File: src/core/isw_pkg.sv
// Package for the I2C slave word handler: register map, fields and timing.
package isw_pkg;
  // Register byte offsets on the AXI4-Lite slave
  localparam logic [7:0] ISW_OFF_DATA = 8'h00;
  localparam logic [7:0] ISW_OFF_CTRL = 8'h04;
  localparam logic [7:0] ISW_OFF_STAT = 8'h08;
  localparam logic [7:0] ISW_OFF_ADDR = 8'h0c;
  // Control register fields
  localparam int ISW_CTRL_PEND = 0;
  localparam int ISW_CTRL_TRX = 1;
  localparam int ISW_CTRL_MST = 2;
  localparam int ISW_CTRL_BC_LO = 4;
  // Status register fields
  localparam int ISW_ST_LRB = 0;
  localparam int ISW_ST_GC = 1;
  localparam int ISW_ST_AAS = 2;
  localparam int ISW_ST_AL = 3;
  localparam int ISW_ST_TRX = 4;
  localparam int ISW_ST_PEND = 5;
  localparam int ISW_ST_MST = 6;
  localparam int ISW_ST_BB = 7;
  // AXI responses
  localparam logic [1:0] ISW_RESP_OKAY = 2'h0;
  localparam logic [1:0] ISW_RESP_SLVERR = 2'h2;
  // Clock low period held after a release, in ns, and as cycles at 200 MHz
  localparam int ISW_CLK_PERIOD_PS = 5000;
  localparam int ISW_CLOCK_LOW_PERIOD_NS = 4700;
  localparam int ISW_CLOCK_LOW_PERIOD_CYC = (ISW_CLOCK_LOW_PERIOD_NS * 1000 + ISW_CLK_PERIOD_PS - 1) / ISW_CLK_PERIOD_PS;
  localparam logic [2:0] ISW_BC_FULL = 3'h0;
  localparam logic [3:0] ISW_BITS_FULL = 4'h8;
  // Pin samples carried together
  typedef struct packed {
    logic scl;
    logic sda;
  } isw_pins_type;
  // Bus events found by the edge detector
  typedef struct packed {
    logic scl_rise;
    logic scl_fall;
    logic start;
    logic stop;
  } isw_evt_type;
  // Word engine states
  typedef enum logic [4:0] {
    ISW_IDLE = 5'h01,
    ISW_ADDR = 5'h02,
    ISW_DATA = 5'h04,
    ISW_ACK = 5'h08,
    ISW_HOLD = 5'h10
  } isw_state_type;
endpackage : isw_pkg

File: src/core/isw_slave.sv
// I2C slave word handler top: address match, word shifting, clock stretching.
//
// Our own choices: the AXI4-Lite interface to the registers and the register addresses.
`timescale 1ns/1ps
module isw_slave
  import isw_pkg::*;
#(
  parameter int CLOCK_LOW_PERIOD_CYC = ISW_CLOCK_LOW_PERIOD_CYC
) (
  input wire logic clk_sys,
  input wire logic rst,
  input wire logic [7:0] s_axi_awaddr,
  input wire logic s_axi_awvalid,
  output logic s_axi_awready,
  input wire logic [31:0] s_axi_wdata,
  input wire logic [3:0] s_axi_wstrb,
  input wire logic s_axi_wvalid,
  output logic s_axi_wready,
  output logic [1:0] s_axi_bresp,
  output logic s_axi_bvalid,
  input wire logic s_axi_bready,
  input wire logic [7:0] s_axi_araddr,
  input wire logic s_axi_arvalid,
  output logic s_axi_arready,
  output logic [31:0] s_axi_rdata,
  output logic [1:0] s_axi_rresp,
  output logic s_axi_rvalid,
  input wire logic s_axi_rready,
  input wire logic scl_i,
  output logic scl_o,
  output logic scl_oe_n,
  input wire logic sda_i,
  output logic sda_o,
  output logic sda_oe_n,
  input wire logic arb_lost_in,
  output logic transfer_interrupt
);
  isw_pins_type pins;
  isw_evt_type evt;
  logic wr_stb, rd_stb;
  logic [7:0] wr_addr, rd_addr;
  logic [31:0] wr_data, rd_data;
  logic [3:0] wr_strb;
  logic rd_ok, wr_ok;
  isw_state_type state_reg, state_next;
  logic [7:0] shift_reg;
  logic [7:0] data_buffer_reg;
  logic [3:0] bit_cnt_reg;
  logic [2:0] word_bit_count_reg;
  logic [6:0] own_addr_reg;
  logic pend_reg, trx_reg, master_select_reg, aas_reg, gc_reg, al_reg, lrb_reg, busy_reg;
  logic ack_drive_reg, stretch_reg, irq_reg;
  logic sel_reg;
  isw_pins_type pins_in;
  logic [15:0] low_cnt_reg;
  logic [3:0] word_bits;
  logic word_done, addr_match, is_gc, sw_release, buf_access;
  logic data_wr, data_rd, ctrl_wr, addr_wr;

  ////////////////////////////////////////////////////////////////
  // Pin synchroniser and register bus
  assign pins_in = '{scl: scl_i, sda: sda_i};
  isw_sync u_sync (
    .clk_sys(clk_sys),
    .rst(rst),
    .pins_raw(pins_in),
    .pins(pins),
    .evt(evt)
  );

  isw_axil u_axil (
    .clk_sys(clk_sys),
    .rst(rst),
    .s_axi_awaddr(s_axi_awaddr),
    .s_axi_awvalid(s_axi_awvalid),
    .s_axi_awready(s_axi_awready),
    .s_axi_wdata(s_axi_wdata),
    .s_axi_wstrb(s_axi_wstrb),
    .s_axi_wvalid(s_axi_wvalid),
    .s_axi_wready(s_axi_wready),
    .s_axi_bresp(s_axi_bresp),
    .s_axi_bvalid(s_axi_bvalid),
    .s_axi_bready(s_axi_bready),
    .s_axi_araddr(s_axi_araddr),
    .s_axi_arvalid(s_axi_arvalid),
    .s_axi_arready(s_axi_arready),
    .s_axi_rdata(s_axi_rdata),
    .s_axi_rresp(s_axi_rresp),
    .s_axi_rvalid(s_axi_rvalid),
    .s_axi_rready(s_axi_rready),
    .wr_stb(wr_stb),
    .wr_addr(wr_addr),
    .wr_data(wr_data),
    .wr_strb(wr_strb),
    .rd_stb(rd_stb),
    .rd_addr(rd_addr),
    .rd_data(rd_data),
    .rd_ok(rd_ok),
    .wr_ok(wr_ok)
  );

  ////////////////////////////////////////////////////////////////
  // Register decode; only byte lane 0 carries any field
  assign data_wr = wr_stb & (wr_addr == ISW_OFF_DATA) & wr_strb[0];
  assign ctrl_wr = wr_stb & (wr_addr == ISW_OFF_CTRL) & wr_strb[0];
  assign addr_wr = wr_stb & (wr_addr == ISW_OFF_ADDR) & wr_strb[0];
  assign data_rd = rd_stb & (rd_addr == ISW_OFF_DATA);
  assign wr_ok = wr_ok_f(wr_addr);
  assign rd_ok = wr_ok_f(rd_addr) | (rd_addr == ISW_OFF_STAT);
  assign rd_data = (rd_addr == ISW_OFF_DATA) ? {24'h0, data_buffer_reg} :
                   (rd_addr == ISW_OFF_CTRL) ? {25'h0, word_bit_count_reg, 1'b0, master_select_reg,
                                                trx_reg, pend_reg} :
                   (rd_addr == ISW_OFF_STAT) ? {24'h0, busy_reg, master_select_reg, pend_reg, trx_reg,
                                                al_reg, aas_reg, gc_reg, lrb_reg} :
                   (rd_addr == ISW_OFF_ADDR) ? {25'h0, own_addr_reg} : 32'h0;

  // Writable offsets, shared by read and write decode
  function automatic logic wr_ok_f(input logic [7:0] a);
    wr_ok_f = (a == ISW_OFF_DATA) | (a == ISW_OFF_CTRL) | (a == ISW_OFF_ADDR);
  endfunction : wr_ok_f

  // Word length: a count of zero means eight bits
  assign word_bits = (word_bit_count_reg == ISW_BC_FULL) ? ISW_BITS_FULL : {1'b0, word_bit_count_reg};
  assign addr_match = (shift_reg[7:1] == own_addr_reg);
  assign is_gc = (shift_reg == 8'h00);
  // Release by buffer access or pending set
  assign buf_access = data_wr | data_rd;
  assign sw_release = buf_access | (ctrl_wr & wr_data[ISW_CTRL_PEND]);
  assign word_done = (state_reg == ISW_ACK) & evt.scl_fall;

  ////////////////////////////////////////////////////////////////
  // Word engine next state
  always_comb begin
    state_next = state_reg;
    unique case (state_reg)
      ISW_IDLE: if (evt.start) state_next = ISW_ADDR;
      ISW_ADDR: if (evt.scl_fall & (bit_cnt_reg == ISW_BITS_FULL)) state_next = ISW_ACK;
      ISW_DATA: if (evt.scl_fall & (bit_cnt_reg == word_bits)) state_next = ISW_ACK;
      ISW_ACK: if (evt.scl_fall) state_next = (sel_reg | al_reg) ? ISW_HOLD : ISW_IDLE;
      // Leave the hold as SCL is let go, so the first rise of the next word is counted
      ISW_HOLD: if (~stretch_reg) state_next = ISW_DATA;
      default: state_next = ISW_IDLE;
    endcase
    if (evt.stop) state_next = ISW_IDLE;
    else if (evt.start) state_next = ISW_ADDR;
  end

  // State, bit counter and shifter
  always_ff @(posedge clk_sys or posedge rst) begin
    if (rst) begin
      state_reg <= ISW_IDLE;
      bit_cnt_reg <= '0;
      shift_reg <= '0;
    end else begin
      state_reg <= state_next;
      if (evt.start | (state_reg == ISW_ACK)) bit_cnt_reg <= '0;
      else if (evt.scl_rise & ((state_reg == ISW_ADDR) | (state_reg == ISW_DATA)))
        bit_cnt_reg <= bit_cnt_reg + 4'h1;
      if (evt.scl_rise & ((state_reg == ISW_ADDR) | ((state_reg == ISW_DATA) & ~trx_reg)))
        shift_reg <= {shift_reg[6:0], pins.sda};
      else if (data_wr) shift_reg <= wr_data[7:0];
      else if (evt.scl_fall & (state_reg == ISW_DATA) & trx_reg) shift_reg <= {shift_reg[6:0], 1'b1};
    end
  end

  ////////////////////////////////////////////////////////////////
  // Flags; hardware events outrank software writes in the same cycle
  always_ff @(posedge clk_sys or posedge rst) begin
    if (rst) begin
      pend_reg <= 1'b1;
      trx_reg <= 1'b0;
      master_select_reg <= 1'b0;
      aas_reg <= 1'b0;
      gc_reg <= 1'b0;
      al_reg <= 1'b0;
      lrb_reg <= 1'b0;
      busy_reg <= 1'b0;
      sel_reg <= 1'b0;
      word_bit_count_reg <= ISW_BC_FULL;
      own_addr_reg <= '0;
      data_buffer_reg <= '0;
    end else begin
      if (addr_wr) own_addr_reg <= wr_data[6:0];
      if (ctrl_wr) begin
        word_bit_count_reg <= wr_data[ISW_CTRL_BC_LO +: 3];
        // Software drops direction to let the bus go
        trx_reg <= wr_data[ISW_CTRL_TRX];
        master_select_reg <= wr_data[ISW_CTRL_MST];
      end
      if (ctrl_wr & wr_data[ISW_CTRL_PEND]) pend_reg <= 1'b1;
      else if (buf_access) pend_reg <= 1'b1;
      // Last bit sampled on SCL rise
      if (evt.scl_rise) lrb_reg <= pins.sda;
      if (evt.start) busy_reg <= 1'b1;
      else if (evt.stop) busy_reg <= 1'b0;
      if (arb_lost_in & master_select_reg) begin
        al_reg <= 1'b1;
        master_select_reg <= 1'b0;
      end else if (evt.start | evt.stop) al_reg <= 1'b0;
      if (evt.start | evt.stop) begin
        gc_reg <= 1'b0;
        aas_reg <= 1'b0;
        sel_reg <= 1'b0;
      end else if ((state_reg == ISW_ADDR) & (state_next == ISW_ACK)) begin
        gc_reg <= is_gc;
        // Addressed on own address or general call
        aas_reg <= is_gc | addr_match;
        // Stays set for the frame, so every later word interrupts too
        sel_reg <= is_gc | addr_match;
        // General call or write bit leaves it clear
        trx_reg <= (addr_match & ~is_gc) ? shift_reg[0] : 1'b0;
      end else if ((state_reg == ISW_DATA) & (state_next == ISW_ACK)) begin
        aas_reg <= 1'b0;
        if (~trx_reg) data_buffer_reg <= shift_reg;
      end
      if (word_done & (state_next == ISW_HOLD)) pend_reg <= 1'b0;
    end
  end

  ////////////////////////////////////////////////////////////////
  // Stretch, acknowledge drive and the clock low hold after release
  always_ff @(posedge clk_sys or posedge rst) begin
    if (rst) begin
      stretch_reg <= 1'b0;
      ack_drive_reg <= 1'b0;
      low_cnt_reg <= '0;
      irq_reg <= 1'b0;
    end else begin
      irq_reg <= 1'b0;
      if (word_done & (state_next == ISW_HOLD)) begin
        irq_reg <= 1'b1;
        stretch_reg <= 1'b1;
        low_cnt_reg <= '0;
      end else if (stretch_reg & ~pend_reg) begin
        low_cnt_reg <= '0;
      end else if (stretch_reg) begin
        if (low_cnt_reg >= 16'(CLOCK_LOW_PERIOD_CYC - 1)) stretch_reg <= 1'b0;
        else low_cnt_reg <= low_cnt_reg + 16'h1;
      end
      if (evt.stop | evt.start) stretch_reg <= 1'b0;
      // Acknowledge held through the whole ninth clock, for an own address or general call and for every data word received
      ack_drive_reg <= (state_next == ISW_ACK) &
                       (((state_reg == ISW_ADDR) & (is_gc | addr_match)) |
                        ((state_reg == ISW_DATA) & ~trx_reg) | ((state_reg == ISW_ACK) & ack_drive_reg));
    end
  end

  // Open-drain pins: enable low drives a zero
  assign scl_o = 1'b0;
  assign sda_o = 1'b0;
  assign scl_oe_n = ~stretch_reg;
  // First bit goes out while SCL is still held, so SDA never moves under a high clock
  assign sda_oe_n = ~(ack_drive_reg |
                      (((state_reg == ISW_DATA) | ((state_reg == ISW_HOLD) & pend_reg)) & trx_reg & ~shift_reg[7]));
  // Interrupt pulse also follows lost arbitration
  assign transfer_interrupt = irq_reg;

  ////////////////////////////////////////////////////////////////
  // Checks
  property p_int_clears_pend;
    @(posedge clk_sys) disable iff (rst) transfer_interrupt |-> (~pend_reg & ~scl_oe_n);
  endproperty
  a_int_clears_pend: assert property (p_int_clears_pend) else $error("pending not cleared at interrupt");
  property p_release;
    @(posedge clk_sys) disable iff (rst)
      (stretch_reg & pend_reg & ~evt.start & ~evt.stop) [*2] |-> ##[0:1000] ~stretch_reg;
  endproperty
  a_release: assert property (p_release) else $error("SCL not released");
  property p_lrb;
    @(posedge clk_sys) disable iff (rst) evt.scl_rise |=> (lrb_reg == $past(pins.sda));
  endproperty
  a_lrb: assert property (p_lrb) else $error("last bit wrong");
  property p_gc_clear;
    @(posedge clk_sys) disable iff (rst) (evt.start | evt.stop) |=> ~gc_reg;
  endproperty
  a_gc_clear: assert property (p_gc_clear) else $error("general call not cleared");
  property p_al;
    @(posedge clk_sys) disable iff (rst) (arb_lost_in & master_select_reg) |=> (al_reg & ~master_select_reg);
  endproperty
  a_al: assert property (p_al) else $error("lost arbitration not taken");
  property p_gc_dir;
    @(posedge clk_sys) disable iff (rst) $rose(gc_reg) |-> (~trx_reg & aas_reg);
  endproperty
  a_gc_dir: assert property (p_gc_dir) else $error("general call direction wrong");
  property p_irq_word;
    @(posedge clk_sys) disable iff (rst) $rose(stretch_reg) |-> transfer_interrupt;
  endproperty
  a_irq_word: assert property (p_irq_word) else $error("stretch without interrupt");
  property p_no_early;
    @(posedge clk_sys) disable iff (rst)
      (stretch_reg & ~pend_reg) |=> (stretch_reg | evt.start | evt.stop | $past(evt.start | evt.stop));
  endproperty
  a_no_early: assert property (p_no_early) else $error("released while pending clear");
  property p_addr_dir;
    @(posedge clk_sys) disable iff (rst)
      ((state_reg == ISW_ADDR) & (state_next == ISW_ACK) & addr_match & ~is_gc)
      |=> (trx_reg == $past(shift_reg[0]));
  endproperty
  a_addr_dir: assert property (p_addr_dir) else $error("direction not taken from address");
  property p_hold_exit;
    @(posedge clk_sys) disable iff (rst)
      ((state_reg == ISW_HOLD) & ~stretch_reg & ~evt.start & ~evt.stop) |=> (state_reg == ISW_DATA);
  endproperty
  a_hold_exit: assert property (p_hold_exit) else $error("word not resumed after release");
endmodule : isw_slave

File: src/core/isw_sync.sv
// Two-stage synchroniser and bus edge / condition detector for SCL and SDA.
`timescale 1ns/1ps
module isw_sync
  import isw_pkg::*;
(
  input wire logic clk_sys,
  input wire logic rst,
  input wire isw_pins_type pins_raw,
  output isw_pins_type pins,
  output isw_evt_type evt
);
  isw_pins_type meta_reg;
  isw_pins_type sync_reg;
  isw_pins_type prev_reg;

  ////////////////////////////////////////////////////////////////
  // First stage is read only by the second stage
  always_ff @(posedge clk_sys or posedge rst) begin
    if (rst) begin
      meta_reg <= '1;
      sync_reg <= '1;
      prev_reg <= '1;
    end else begin
      meta_reg <= pins_raw;
      sync_reg <= meta_reg;
      prev_reg <= sync_reg;
    end
  end

  // Edges and start / stop conditions while SCL is high
  assign pins = sync_reg;
  assign evt.scl_rise = sync_reg.scl & ~prev_reg.scl;
  assign evt.scl_fall = ~sync_reg.scl & prev_reg.scl;
  assign evt.start = sync_reg.scl & prev_reg.scl & prev_reg.sda & ~sync_reg.sda;
  assign evt.stop = sync_reg.scl & prev_reg.scl & ~prev_reg.sda & sync_reg.sda;
endmodule : isw_sync

File: src/core/isw_axil.sv
// AXI4-Lite slave front end: one write and one read at a time, word access.
`timescale 1ns/1ps
module isw_axil
  import isw_pkg::*;
(
  input wire logic clk_sys,
  input wire logic rst,
  input wire logic [7:0] s_axi_awaddr,
  input wire logic s_axi_awvalid,
  output logic s_axi_awready,
  input wire logic [31:0] s_axi_wdata,
  input wire logic [3:0] s_axi_wstrb,
  input wire logic s_axi_wvalid,
  output logic s_axi_wready,
  output logic [1:0] s_axi_bresp,
  output logic s_axi_bvalid,
  input wire logic s_axi_bready,
  input wire logic [7:0] s_axi_araddr,
  input wire logic s_axi_arvalid,
  output logic s_axi_arready,
  output logic [31:0] s_axi_rdata,
  output logic [1:0] s_axi_rresp,
  output logic s_axi_rvalid,
  input wire logic s_axi_rready,
  output logic wr_stb,
  output logic [7:0] wr_addr,
  output logic [31:0] wr_data,
  output logic [3:0] wr_strb,
  output logic rd_stb,
  output logic [7:0] rd_addr,
  input wire logic [31:0] rd_data,
  input wire logic rd_ok,
  input wire logic wr_ok
);
  logic aw_have_reg;
  logic w_have_reg;
  logic [7:0] awaddr_reg;
  logic [31:0] wdata_reg;
  logic [3:0] wstrb_reg;

  ////////////////////////////////////////////////////////////////
  // Address and data are taken in either order, held until the write fires
  assign s_axi_awready = ~aw_have_reg & ~s_axi_bvalid;
  assign s_axi_wready = ~w_have_reg & ~s_axi_bvalid;
  assign wr_stb = aw_have_reg & w_have_reg;
  assign wr_addr = awaddr_reg;
  assign wr_data = wdata_reg;
  assign wr_strb = wstrb_reg;
  assign s_axi_arready = ~s_axi_rvalid;
  assign rd_stb = s_axi_arvalid & s_axi_arready;
  assign rd_addr = s_axi_araddr;

  // Write channel capture and response
  always_ff @(posedge clk_sys or posedge rst) begin
    if (rst) begin
      aw_have_reg <= 1'b0;
      w_have_reg <= 1'b0;
      awaddr_reg <= '0;
      wdata_reg <= '0;
      wstrb_reg <= '0;
      s_axi_bvalid <= 1'b0;
      s_axi_bresp <= ISW_RESP_OKAY;
    end else begin
      if (s_axi_awvalid & s_axi_awready) begin
        aw_have_reg <= 1'b1;
        awaddr_reg <= s_axi_awaddr;
      end
      if (s_axi_wvalid & s_axi_wready) begin
        w_have_reg <= 1'b1;
        wdata_reg <= s_axi_wdata;
        wstrb_reg <= s_axi_wstrb;
      end
      if (wr_stb) begin
        aw_have_reg <= 1'b0;
        w_have_reg <= 1'b0;
        s_axi_bvalid <= 1'b1;
        s_axi_bresp <= wr_ok ? ISW_RESP_OKAY : ISW_RESP_SLVERR;
      end else if (s_axi_bready) begin
        s_axi_bvalid <= 1'b0;
      end
    end
  end

  // Read data registered one cycle after the address is taken
  always_ff @(posedge clk_sys or posedge rst) begin
    if (rst) begin
      s_axi_rvalid <= 1'b0;
      s_axi_rdata <= '0;
      s_axi_rresp <= ISW_RESP_OKAY;
    end else if (rd_stb) begin
      s_axi_rvalid <= 1'b1;
      s_axi_rdata <= rd_data;
      s_axi_rresp <= rd_ok ? ISW_RESP_OKAY : ISW_RESP_SLVERR;
    end else if (s_axi_rready) begin
      s_axi_rvalid <= 1'b0;
    end
  end
endmodule : isw_axil

File: config.mk
export PLATFORM = sky130hd
export DESIGN_NAME = isw_slave
export DESIGN_NICKNAME = d
export VERILOG_FILES = /design/src/core/isw_pkg.sv /design/src/core/isw_slave.sv /design/src/core/isw_sync.sv /design/src/core/isw_axil.sv
export SDC_FILE = /design/constraint.sdc
export NUM_CORES = 1
export LEC_CHECK = 0
export BUFFER_PORTS_ARGS = -buffer_cell sky130_fd_sc_hd__buf_2
export CORE_MARGIN = 3
export CORE_UTILIZATION = 49
export DETAILED_ROUTE_END_ITERATION = 8
export GPL_TIMING_DRIVEN = 0
export MAX_ROUTING_LAYER = met4
export PLACE_DENSITY = 0.78
export SYNTH_ARGS = -nofsm -noshare
export SYNTH_HDL_FRONTEND = slang
export SYNTH_SLANG_ARGS = --single-unit
File: constraint.sdc
create_clock -name clk_sys -period 2.48 [get_ports clk_sys]
set_input_delay 0.124 -clock clk_sys [delete_from_list [all_inputs] [get_ports clk_sys]]
set_output_delay 0.124 -clock clk_sys [all_outputs]
set_load 0.1 [all_outputs]
**Word-level counts from Yosys, hierarchy flattened**

Cells that the tools add are included.

- Equal/unequal tests: 17
- Add/subtract/negate cells: 2
- Bitwise gates (word level): 73
- Mux-type cells: 58
- Order comparisons: 1
- Reduce and logical (&&, ||, !) cells: 19

Operator list:

| kind | count |
|---|---|
| $mux W16 | 4 |
| $mux W8 | 6 |
| $and A1 B1 Y1 | 41 |
| $mux W5 | 7 |
| $mux W1 | 34 |
| $pmux W5 S5 | 1 |
| $eq A8 B4 Y1 const B | 3 |
| $logic_not A8 Y1 | 3 |
| $reduce_bool A2 Y1 | 9 |
| $add A16 B1 Y16 const B | 1 |
| $eq A8 B3 Y1 const B | 2 |
| $ge A16 B10 Y1 const B | 1 |
| $not A1 Y1 | 16 |
| $or A1 B1 Y1 | 16 |
| $mux W4 | 3 |
| $reduce_bool A3 Y1 | 4 |
| $eq A5 B4 Y1 const B | 2 |
| $eq A5 B5 Y1 const B | 2 |
| $eq A7 B7 Y1 | 1 |
| $mux W7 | 1 |
| $eq A5 B1 Y1 const B | 1 |
| $eq A5 B2 Y1 const B | 1 |
| $eq A5 B3 Y1 const B | 1 |
| $add A4 B1 Y4 const B | 1 |
| 8 further kinds | 9 |

- Register bits: 126
- Output and inout port bits: 46
- Bits of input ports: 62

**Depth between registers and ports, before layout**

Gate-level depths: netlist (run 1).

- Word-level depth: 13
- Gate-level depth with buffers: 7
- Mapped depth without buffers: 7

**Cells and area by module**

Synthesis (run 1) repeated with hierarchy kept, for this count alone.

- Cells, all modules: 538
- Area, all modules: 7019.2 um2

Modules (own cells, without submodules):

| module | cells an instance | seq. area each (um2) | times used | area an instance (um2) |
|---|---|---|---|---|
| isw_slave | 331 | 1579.0 | 1 | 3508.4 |
| isw_axil | 196 | 2052.0 | 1 | 3316.9 |
| isw_sync | 11 | 157.7 | 1 | 193.9 |

**Least setup slack after synthesis (run 1)**

OpenSTA, ideal clock, no wires.

- Kind: reg-to-reg
- Start: register u_axil.s_axi_bvalid
- End: register u_axil.wdata_reg[1], in the netlist u_axil.wr_data[1]
- Arrival: 3.144 ns
- Cell stages (with the launch flop): 5
- Path slack: -0.789 ns
- Data required time: 2.355 ns
- Cell sequence: dfrtp_1 -> nor2_1 -> and2_1 -> clkbuf_1 -> mux2_2

- Word-level cells in the longest chain between the ends: 3

Ends and longest elaborated chain:

| what | RTL line | text |
|---|---|---|
| from (decl) | isw_axil.sv:16 | `output logic s_axi_bvalid,` |
| from (signal assigned) | isw_axil.sv:61 | `s_axi_bvalid <= 1'b0;` |
| from (signal assigned) | isw_axil.sv:76 | `s_axi_bvalid <= 1'b1;` |
| from (signal assigned) | isw_axil.sv:79 | `s_axi_bvalid <= 1'b0;` |
| $not A1 Y1 | isw_axil.sv:44 | `assign s_axi_wready = ~w_have_reg & ~s_axi_bvalid;` |
| $and A1 B1 Y1 | isw_axil.sv:44 |  |
| via s_axi_wready | isw_slave.sv:18 | `output logic s_axi_wready,` |
| $and A1 B1 Y1 | isw_axil.sv:68 | `if (s_axi_wvalid & s_axi_wready) begin` |
| to (signal assigned) | isw_axil.sv:70 | `wdata_reg <= s_axi_wdata;` |
| to (decl) | isw_axil.sv:38 | `logic [31:0] wdata_reg;` |

The timed path passes the listed nets, and every way through them passes these cells.
A chain may end at the register's enable or synchronous reset.

**Worst setup path after layout (run 1)**

- Start: register u_sync.prev_reg[1] (netlist bit)
- End: register data_buffer_reg[2]

- Word-level cells in the longest chain between the ends: 10
- Elaborated cells between the ends (all ways): 21
- Those cells by class: eq/ne: 1; mux: 6; bitwise: 13; reduce/logical: 1

Ends and longest elaborated chain:

| what | RTL line | text |
|---|---|---|
| from (decl) | isw_sync.sv:14 | `isw_pins_type prev_reg;` |
| from (signal assigned) | isw_sync.sv:26 | `prev_reg <= sync_reg;` |
| $and A1 B1 Y1 | isw_sync.sv:33 | `assign evt.scl_fall = ~sync_reg.scl & prev_reg.scl;` |
| $and A1 B1 Y1 (on tied branches) | isw_slave.sv:138, isw_slave.sv:137 |  |
| $mux W5 (on tied branches) | isw_slave.sv:138, isw_slave.sv:137 |  |
| $pmux W5 S5 | isw_slave.sv:135 | `unique case (state_reg)` |
| $mux W5 | isw_slave.sv:145 | `else if (evt.start) state_next = ISW_ADDR;` |
| $mux W5 | isw_slave.sv:144 | `if (evt.stop) state_next = ISW_IDLE;` |
| $eq A5 B4 Y1 | isw_slave.sv:204, isw_slave.sv:212 |  |
| $and A1 B1 Y1 | isw_slave.sv:204 | `end else if ((state_reg == ISW_ADDR) & (state_next == ISW_ACK)) begin` |
| $not A1 Y1 (no line) | n/a |  |
| $reduce_and A4 Y1 (no line) (*) | n/a |  |
| to (signal assigned) | isw_slave.sv:214 | `if (~trx_reg) data_buffer_reg <= shift_reg;` |
| to (decl) | isw_slave.sv:47 | `logic [7:0] data_buffer_reg;` |

Mark *: on every way between the ends. The rest lies on a longest branch, timed or not.

==> out/metrics.yaml, run 1 <==
sta:
  holdWs_ns: 0.0613
  slew_viol_final: 0
  fin_crit_sh_pct: 93.0
  relSlewSlack_pct: 52.5
  skew_ns: 0.0138
  final-hold-violation-count: 0
  tns_ns: 0
  clock.fmax_ghz: 0.434
  layout_min_cycle_time_ns: 2.31
  rsz0062_at_grt: "no"
  setup_viol: 0
  tightest_slew_ns: 0.712
cts:
  htreeDepth: 3
  numCtsBuffers: 9
  cts_setup_buffers: 0
  clkTransAtPathRegs_ns: 0.10
  cts-root-buf: "clkbuf_8"
  cts_max_path_buffers: 2
  cts_resized: 0
  cts_tree: "yes"
  insertion_delay_ns: 0.37
  cts_num_sinks: 100
floorplan:
  fp.coreArea_um2: 9460
  die_area_um2: 11200
  rows: 35
  die_w_um: 106
  ioPinCount: 108
  start_util_pct: 51.7
  die_h_um: 106
worst_setup_path:
  required_ns: 2.73
  reg2reg_slack_ns: 0.17
  path_max_fanout: 8
  rr_startpoint: "u_sync.prev_reg[1]$_DFF_PP1_"
  worst_ep_arrival_time_ns: 2.56
  critical_path_class: "reg2reg"
  rr_worst_depth: 4
  start_kind: "flip-flop"
  cp-end-kind: "flip-flop"
  r2r-end: "data_buffer_reg[2]$_DFFE_PP0P_"
power_and_ir_drop:
  peakVddDrop_uv: 922
  p_clk_share_pct: 21.4
  leakage_nw: 2.87
  combPwrFrac_pct: 30.6
  power_frac_seq_pct: 47.9
  p_per_area_nw_per_um2: 762
  p_int_w: 0.00274
  netSwitchingPower_w: 0.00175
  p_sw_share_pct: 39.0
global_route:
  use_met2_pct: 31.1
  grt-busiest-layer: "met2"
  grt_pass1_vias: 3555
  gr-usage-met3_pct: 4.37
  use_met1_pct: 24.8
  grt_pass1_wl_um: 16900
  grt_max_degree: 44
  antenna_found_initial: 0
  grtUsageTotal_pct: 19.1
  globalRouteOverflowTotal: 0
yosys:
  seq_area_frac_synth_pct: 51.3
  synth_edf_count: 0
  synth_top_cell_by_area: "dfrtp_1"
  syn_inst: 440
  netlist_area_um2: 4890
  ys_seq_elements: 100
  synth_area_leaders: "dfrtp_1, mux2_2, buf_4"
  ys_top_cells_by_count: "dfrtp_1, buf_4, nand2_1"
  ys.flop_type: "dfrtp_1"
  synth_most_common_cell: "dfrtp_1"
  async_flop_share_pct: 100
  synth_warnings: 0
  synth.avg_cell_area_um2: 11.1
  synth_cell_types: 56
  synth_top_area_share_pct: 47.0
detailed_routing:
  via_count: 3700
  first_iter_violations: 231
  antenna_left: 0
  first_pass_iters: 5
  avgRoutedWirePerCell_um: 14.9
  post-route-drc-count: 0
  viasPerCell: 5.39
  wirelength_um: 10200
place:
  io_buffers: 50
  place.gp.congestion: 0.905
  place_area_um2: 5470
  place.detailed.hpwl_um: 7570
worst_hold_path:
  worstHoldStart: "s_axi_araddr[5]"
  min_to: "u_axil.s_axi_rdata[7]$_DFFE_PP0P_"
  hp-class: "in2reg"
  min_path_cells: 4
cells_and_area:
  ff_latch_area_um2: 2510
  syn2layout_area_growth_pct: 20.1
  fillCellCount: 795
  final_layout_size_suffix_gt1_share_pct: 26.2
  fin_nets: 618
  largest_register_ffs: 16
  multi_input_area_um2: 2180
  num_antenna_cells: 0
  finalInstanceArea_um2: 5880
run_status:
  status: "complete, no violations"
flow_run:
  max_cap_viol_count: 0
==> metal layers <==
| metal | routed length [um] | vias to the layer above |
|---|---|---|
| met2 | 4900 | 161 |
| met1 | 4590 | 1770 |
| met4 | 78 | 0 |
| li1 | - | 1758 |
| met3 | 665 | 11 |
| met5 | 0 | - |
==> worst max path at each step <==
stage / startpoint / to / cells after the start
after floorplan: u_axil.s_axi_bvalid$_DFFE_PP0P_ / u_axil.wr_data[1]$_DFFE_PP0P_ / 4
after global placement: u_sync.prev_reg[1]$_DFF_PP1_ / data_buffer_reg[6]$_DFFE_PP0P_ / 4
after detailed placement: u_sync.prev_reg[1]$_DFF_PP1_ / data_buffer_reg[2]$_DFFE_PP0P_ / 4
after CTS: u_sync.prev_reg[1]$_DFF_PP1_ / data_buffer_reg[2]$_DFFE_PP0P_ / 4
after global routing: u_sync.prev_reg[1]$_DFF_PP1_ / data_buffer_reg[2]$_DFFE_PP0P_ / 4
final: u_sync.prev_reg[1]$_DFF_PP1_ / data_buffer_reg[2]$_DFFE_PP0P_ / 4
==> cells in the final DEF, fill, tap and decap left out, types with 4 or more instances in the layout <==
cell type,n
a221o_1,7
dlygate4sd3_1,23
and2_1,17
a21oi_1,16
o21a_1,4
inv_6,4
buf_4,29
clkbuf_8,9
mux2_2,24
inv_1,18
mux2_1,11
clkbuf_1,11
conb_1,28
nand2_1,28
nand3_1,12
nor2b_1,5
dfrtp_1,92
or4_1,5
nor2_1,17
o21ai_0,24
nand4_1,4
xor2_1,11
xnor2_1,4
o211ai_1,5
and3_1,9
buf_2,51
o31ai_1,4
nor3_1,8
mux4_2,6
a31oi_1,4
dfstp_2,8
nor4_1,7
==> what timing repair did <==
| item | 4_1_cts | 5_1_grt |
|---|---|---|
| endpoints found under the setup margin | 0 | 0 |
| endpoints found under the hold margin | 41 | 1 |
| hold buffers | 22 | 1 |
==> power by group through the flow <==
stage	combinational (W)	sequential (W)	clock, W
floorplan	0.00101	0.00223	0
global placement	0.00130	0.00216	0
detailed placement	0.00134	0.00218	0
CTS	0.00137	0.00214	0.000980
global route	0.00146	0.00219	0.00106
finish	0.00137	0.00215	0.000960
==> logic make-up (layout without fill, tap and decap cells) <==
| family | after synthesis | after routing | synth area share [%] |
|---|---|---|---|
| buffers and inverters | 58 | 149 | 6.70 |
| other | 1 | 28 | 0.0766 |
| AOI/OAI and AO/OA | 86 | 86 | 11.8 |
| muxes | 44 | 44 | 11.4 |
| DFF | 100 | 100 | 51.3 |
| xor gates and xnor gates | 15 | 15 | 2.68 |
| adders and majority gates | 3 | 3 | 0.767 |
| and+or+nand+nor | 133 | 133 | 15.2 |
==> worst max-delay path, stage by stage, from the launching register on <==
cell and delay (ns):
dfstp_2 0.60, nand2b_1 0.15, nor4_1 0.58, nand3_1 0.46, mux2_2 0.41
==> cell type report <==
cell class / instances / share of cell area (%)
multi-input combinational: 309 / 37.0
clock buffer: 11 / 2.23
timing repair buffer: 75 / 8.85
tap: 129 / 2.75
clock inverter: 5 / 0.745
sequential: 100 / 42.7
inverter: 19 / 1.28
buffer: 39 / 4.36
==> stage by stage <==
step                      total power (W)  util (%)  setup slack [ns]  cells
after floorplan                   0.00324         -           0.00204    467
after global placement            0.00346      57.4             0.256    646
after detailed placement          0.00352      57.9             0.225    648
after CTS                         0.00449      62.0             0.195    686
after global routing              0.00471      62.1            0.0717    687
final                             0.00448      62.1             0.175    687
No activity file was read; power rests on OpenSTA's default activity.
==> run 2, diff against run 1 <==
--- a/config.mk
+++ b/config.mk
@@ -12,6 +12,7 @@
 export GPL_TIMING_DRIVEN = 0
 export MAX_ROUTING_LAYER = met4
 export PLACE_DENSITY = 0.78
+export REMOVE_ABC_BUFFERS = 1
 export SYNTH_ARGS = -nofsm -noshare
 export SYNTH_HDL_FRONTEND = slang
 export SYNTH_SLANG_ARGS = --single-unit
==> out/metrics.yaml, run 2 (synthesized netlist as in run 1, its figures left out) <==
power_and_ir_drop:
  peakVddDrop_uv: 858
  p_clk_share_pct: 22.5
  power_frac_seq_pct: 48.1
  combPwrFrac_pct: 29.4
  leakage_nw: 2.71
  p_int_w: 0.00269
  p_per_area_nw_per_um2: 796
  netSwitchingPower_w: 0.00177
  finalPower_w: 0.00446
  p_sw_share_pct: 39.7
sta:
  clock.fmax_ghz: 0.433
  final-hold-violation-count: 0
  fin_crit_sh_pct: 93.1
  skew_ns: 0.0112
  setup_viol: 0
  slew_viol_final: 0
  tightest_slew_ns: 0.595
  rsz0062_at_grt: "no"
  layout_min_cycle_time_ns: 2.31
  relSlewSlack_pct: 60.0
cells_and_area:
  fin_nets: 580
  syn2layout_area_growth_pct: 14.6
  final_layout_size_suffix_gt1_share_pct: 22.3
  layout.cells.non_filler: 649
  post-route-util_pct: 59.3
  final_common_cell: "dfrtp_1"
  largest_register_ffs: 16
  fillCellCount: 847
  num_antenna_cells: 0
  mostFrequentLayoutCells: "dfrtp_1, buf_2, nand2_1, conb_1"
global_route:
  grt_pass1_vias: 3536
  grt_pass1_wl_um: 17100
  grtUsageTotal_pct: 19.4
  grt_max_degree: 66
  antenna_found_initial: 0
  globalRouteOverflowTotal: 0
worst_setup_path:
  rr_worst_depth: 4
  worst_ep_arrival_time_ns: 2.58
  cp-end-kind: "flip-flop"
  path_max_fanout: 8
  required_ns: 2.75
  start_kind: "flip-flop"
  critical_path_class: "reg2reg"
cts:
  clkTransAtPathRegs_ns: 0.10
  cts_tree: "yes"
  numCtsBuffers: 9
  cts_max_path_buffers: 2
  cts_num_sinks: 100
  cts-root-buf: "clkbuf_8"
  htreeDepth: 3
  insertion_delay_ns: 0.38
flow_run:
  max_cap_viol_count: 0
worst_hold_path:
  min_path_cells: 4
  hp-class: "in2reg"
place:
  place.gp.congestion: 0.858
  dp_cells: 610
  io_buffers: 52
  place.detailed.hpwl_um: 7240
floorplan:
  ioPinCount: 108
  fp.coreArea_um2: 9460
  start_util_pct: 51.7
  die_h_um: 106
  rows: 35
  die_area_um2: 11200
  die_w_um: 106
run_status:
  status: "complete, no violations"
detailed_routing:
  wirelength_um: 10100
  antenna_left: 0
  first_pass_iters: 4
  first_iter_violations: 192
  viasPerCell: 5.42
  avgRoutedWirePerCell_um: 15.6
  via_count: 3515
  post-route-drc-count: 0
## run 2: changes by cell type in the layout (fill, tap and decap cells not counted), moves of 2 or more
cell,before,now
clkbuf_1,11,0
nor2_4,2,0
nor2_1,17,19
buf_12,2,0
buf_4,29,0
## run 2: repair_timing
action,4_1_cts,5_1_grt
resized for setup,0,0
setup buffers,0,0
hold buffers,23,0
hold endpoints to repair,50,0
## run 2: per-layer routing
metal  vias to the layer above  share of wire, %  global-route usage [%]
li1                       1688                 -                       -
met1                      1708                46                    25.0
met2                       111                48                    30.9
met3                         8               5.7                    4.80
met4                         0              0.78                    5.46
met5                         -                 0                       -
## run 2: layout make-up
class	count	area [um2]	share of cell area, %
Sequential cell	100	2510	44.8
Multi-Input combinational cell	309	2160	38.4
Timing Repair Buffer	76	518	9.24
Tap cell	129	161	2.88
Clock buffer	9	124	2.21
Inverter	19	73.8	1.32
Clock inverter	7	62.6	1.12
## run 2: power by group through the flow
stage	Sequential (W)	Clock, W	Combinational, W
after global routing	0.00218	0.00109	0.00140
after detailed placement	0.00217	0	0.00127
after global placement	0.00215	0	0.00124
after CTS	0.00214	0.00104	0.00130
final	0.00215	0.00100	0.00131
after floorplan	0.00222	0	0.000944
## run 2: critical path: stages, from the launching register on
cell	delay (ns)
dfstp_2	0.61
nand2b_1	0.14
nor4_1	0.58
nand3_1	0.46
mux2_2	0.41
## run 2: per-stage QoR
| stage | worst slack (ns) | hold slack, ns | area, um2 | setup TNS, ns |
|---|---|---|---|---|
| final | 0.171 | 0.0515 | 5610 | 0 |
| after global routing | 0.0366 | 0.0814 | 5610 | 0 |
| after CTS | 0.221 | 0.0308 | 5610 | 0 |
| after detailed placement | 0.243 | 0.187 | 5190 | 0 |
| after global placement | -1.34 | 0.231 | 5160 | -125.10 |
| after floorplan | -0.668 | 0.128 | 4740 | -34.50 |
## run 2: path summary, 6_finish.rpt
check                      slack, ns                                end                         start
min reg2reg                     0.37           u_sync.pins[0]$_DFF_PP1_  u_sync.meta_reg[0]$_DFF_PP1_
max in group asynchronous       1.51      master_select_reg$_DFFE_PP0P_                           rst
max reg2reg                     0.17     data_buffer_reg[7]$_DFFE_PP0P_  u_sync.prev_reg[1]$_DFF_PP1_
max                             0.17     data_buffer_reg[7]$_DFFE_PP0P_  u_sync.prev_reg[1]$_DFF_PP1_
min                             0.05  u_axil.s_axi_rdata[7]$_DFFE_PP0P_               s_axi_araddr[4]
min in group asynchronous       0.31             state_reg[1]$_DFF_PP0_                           rst
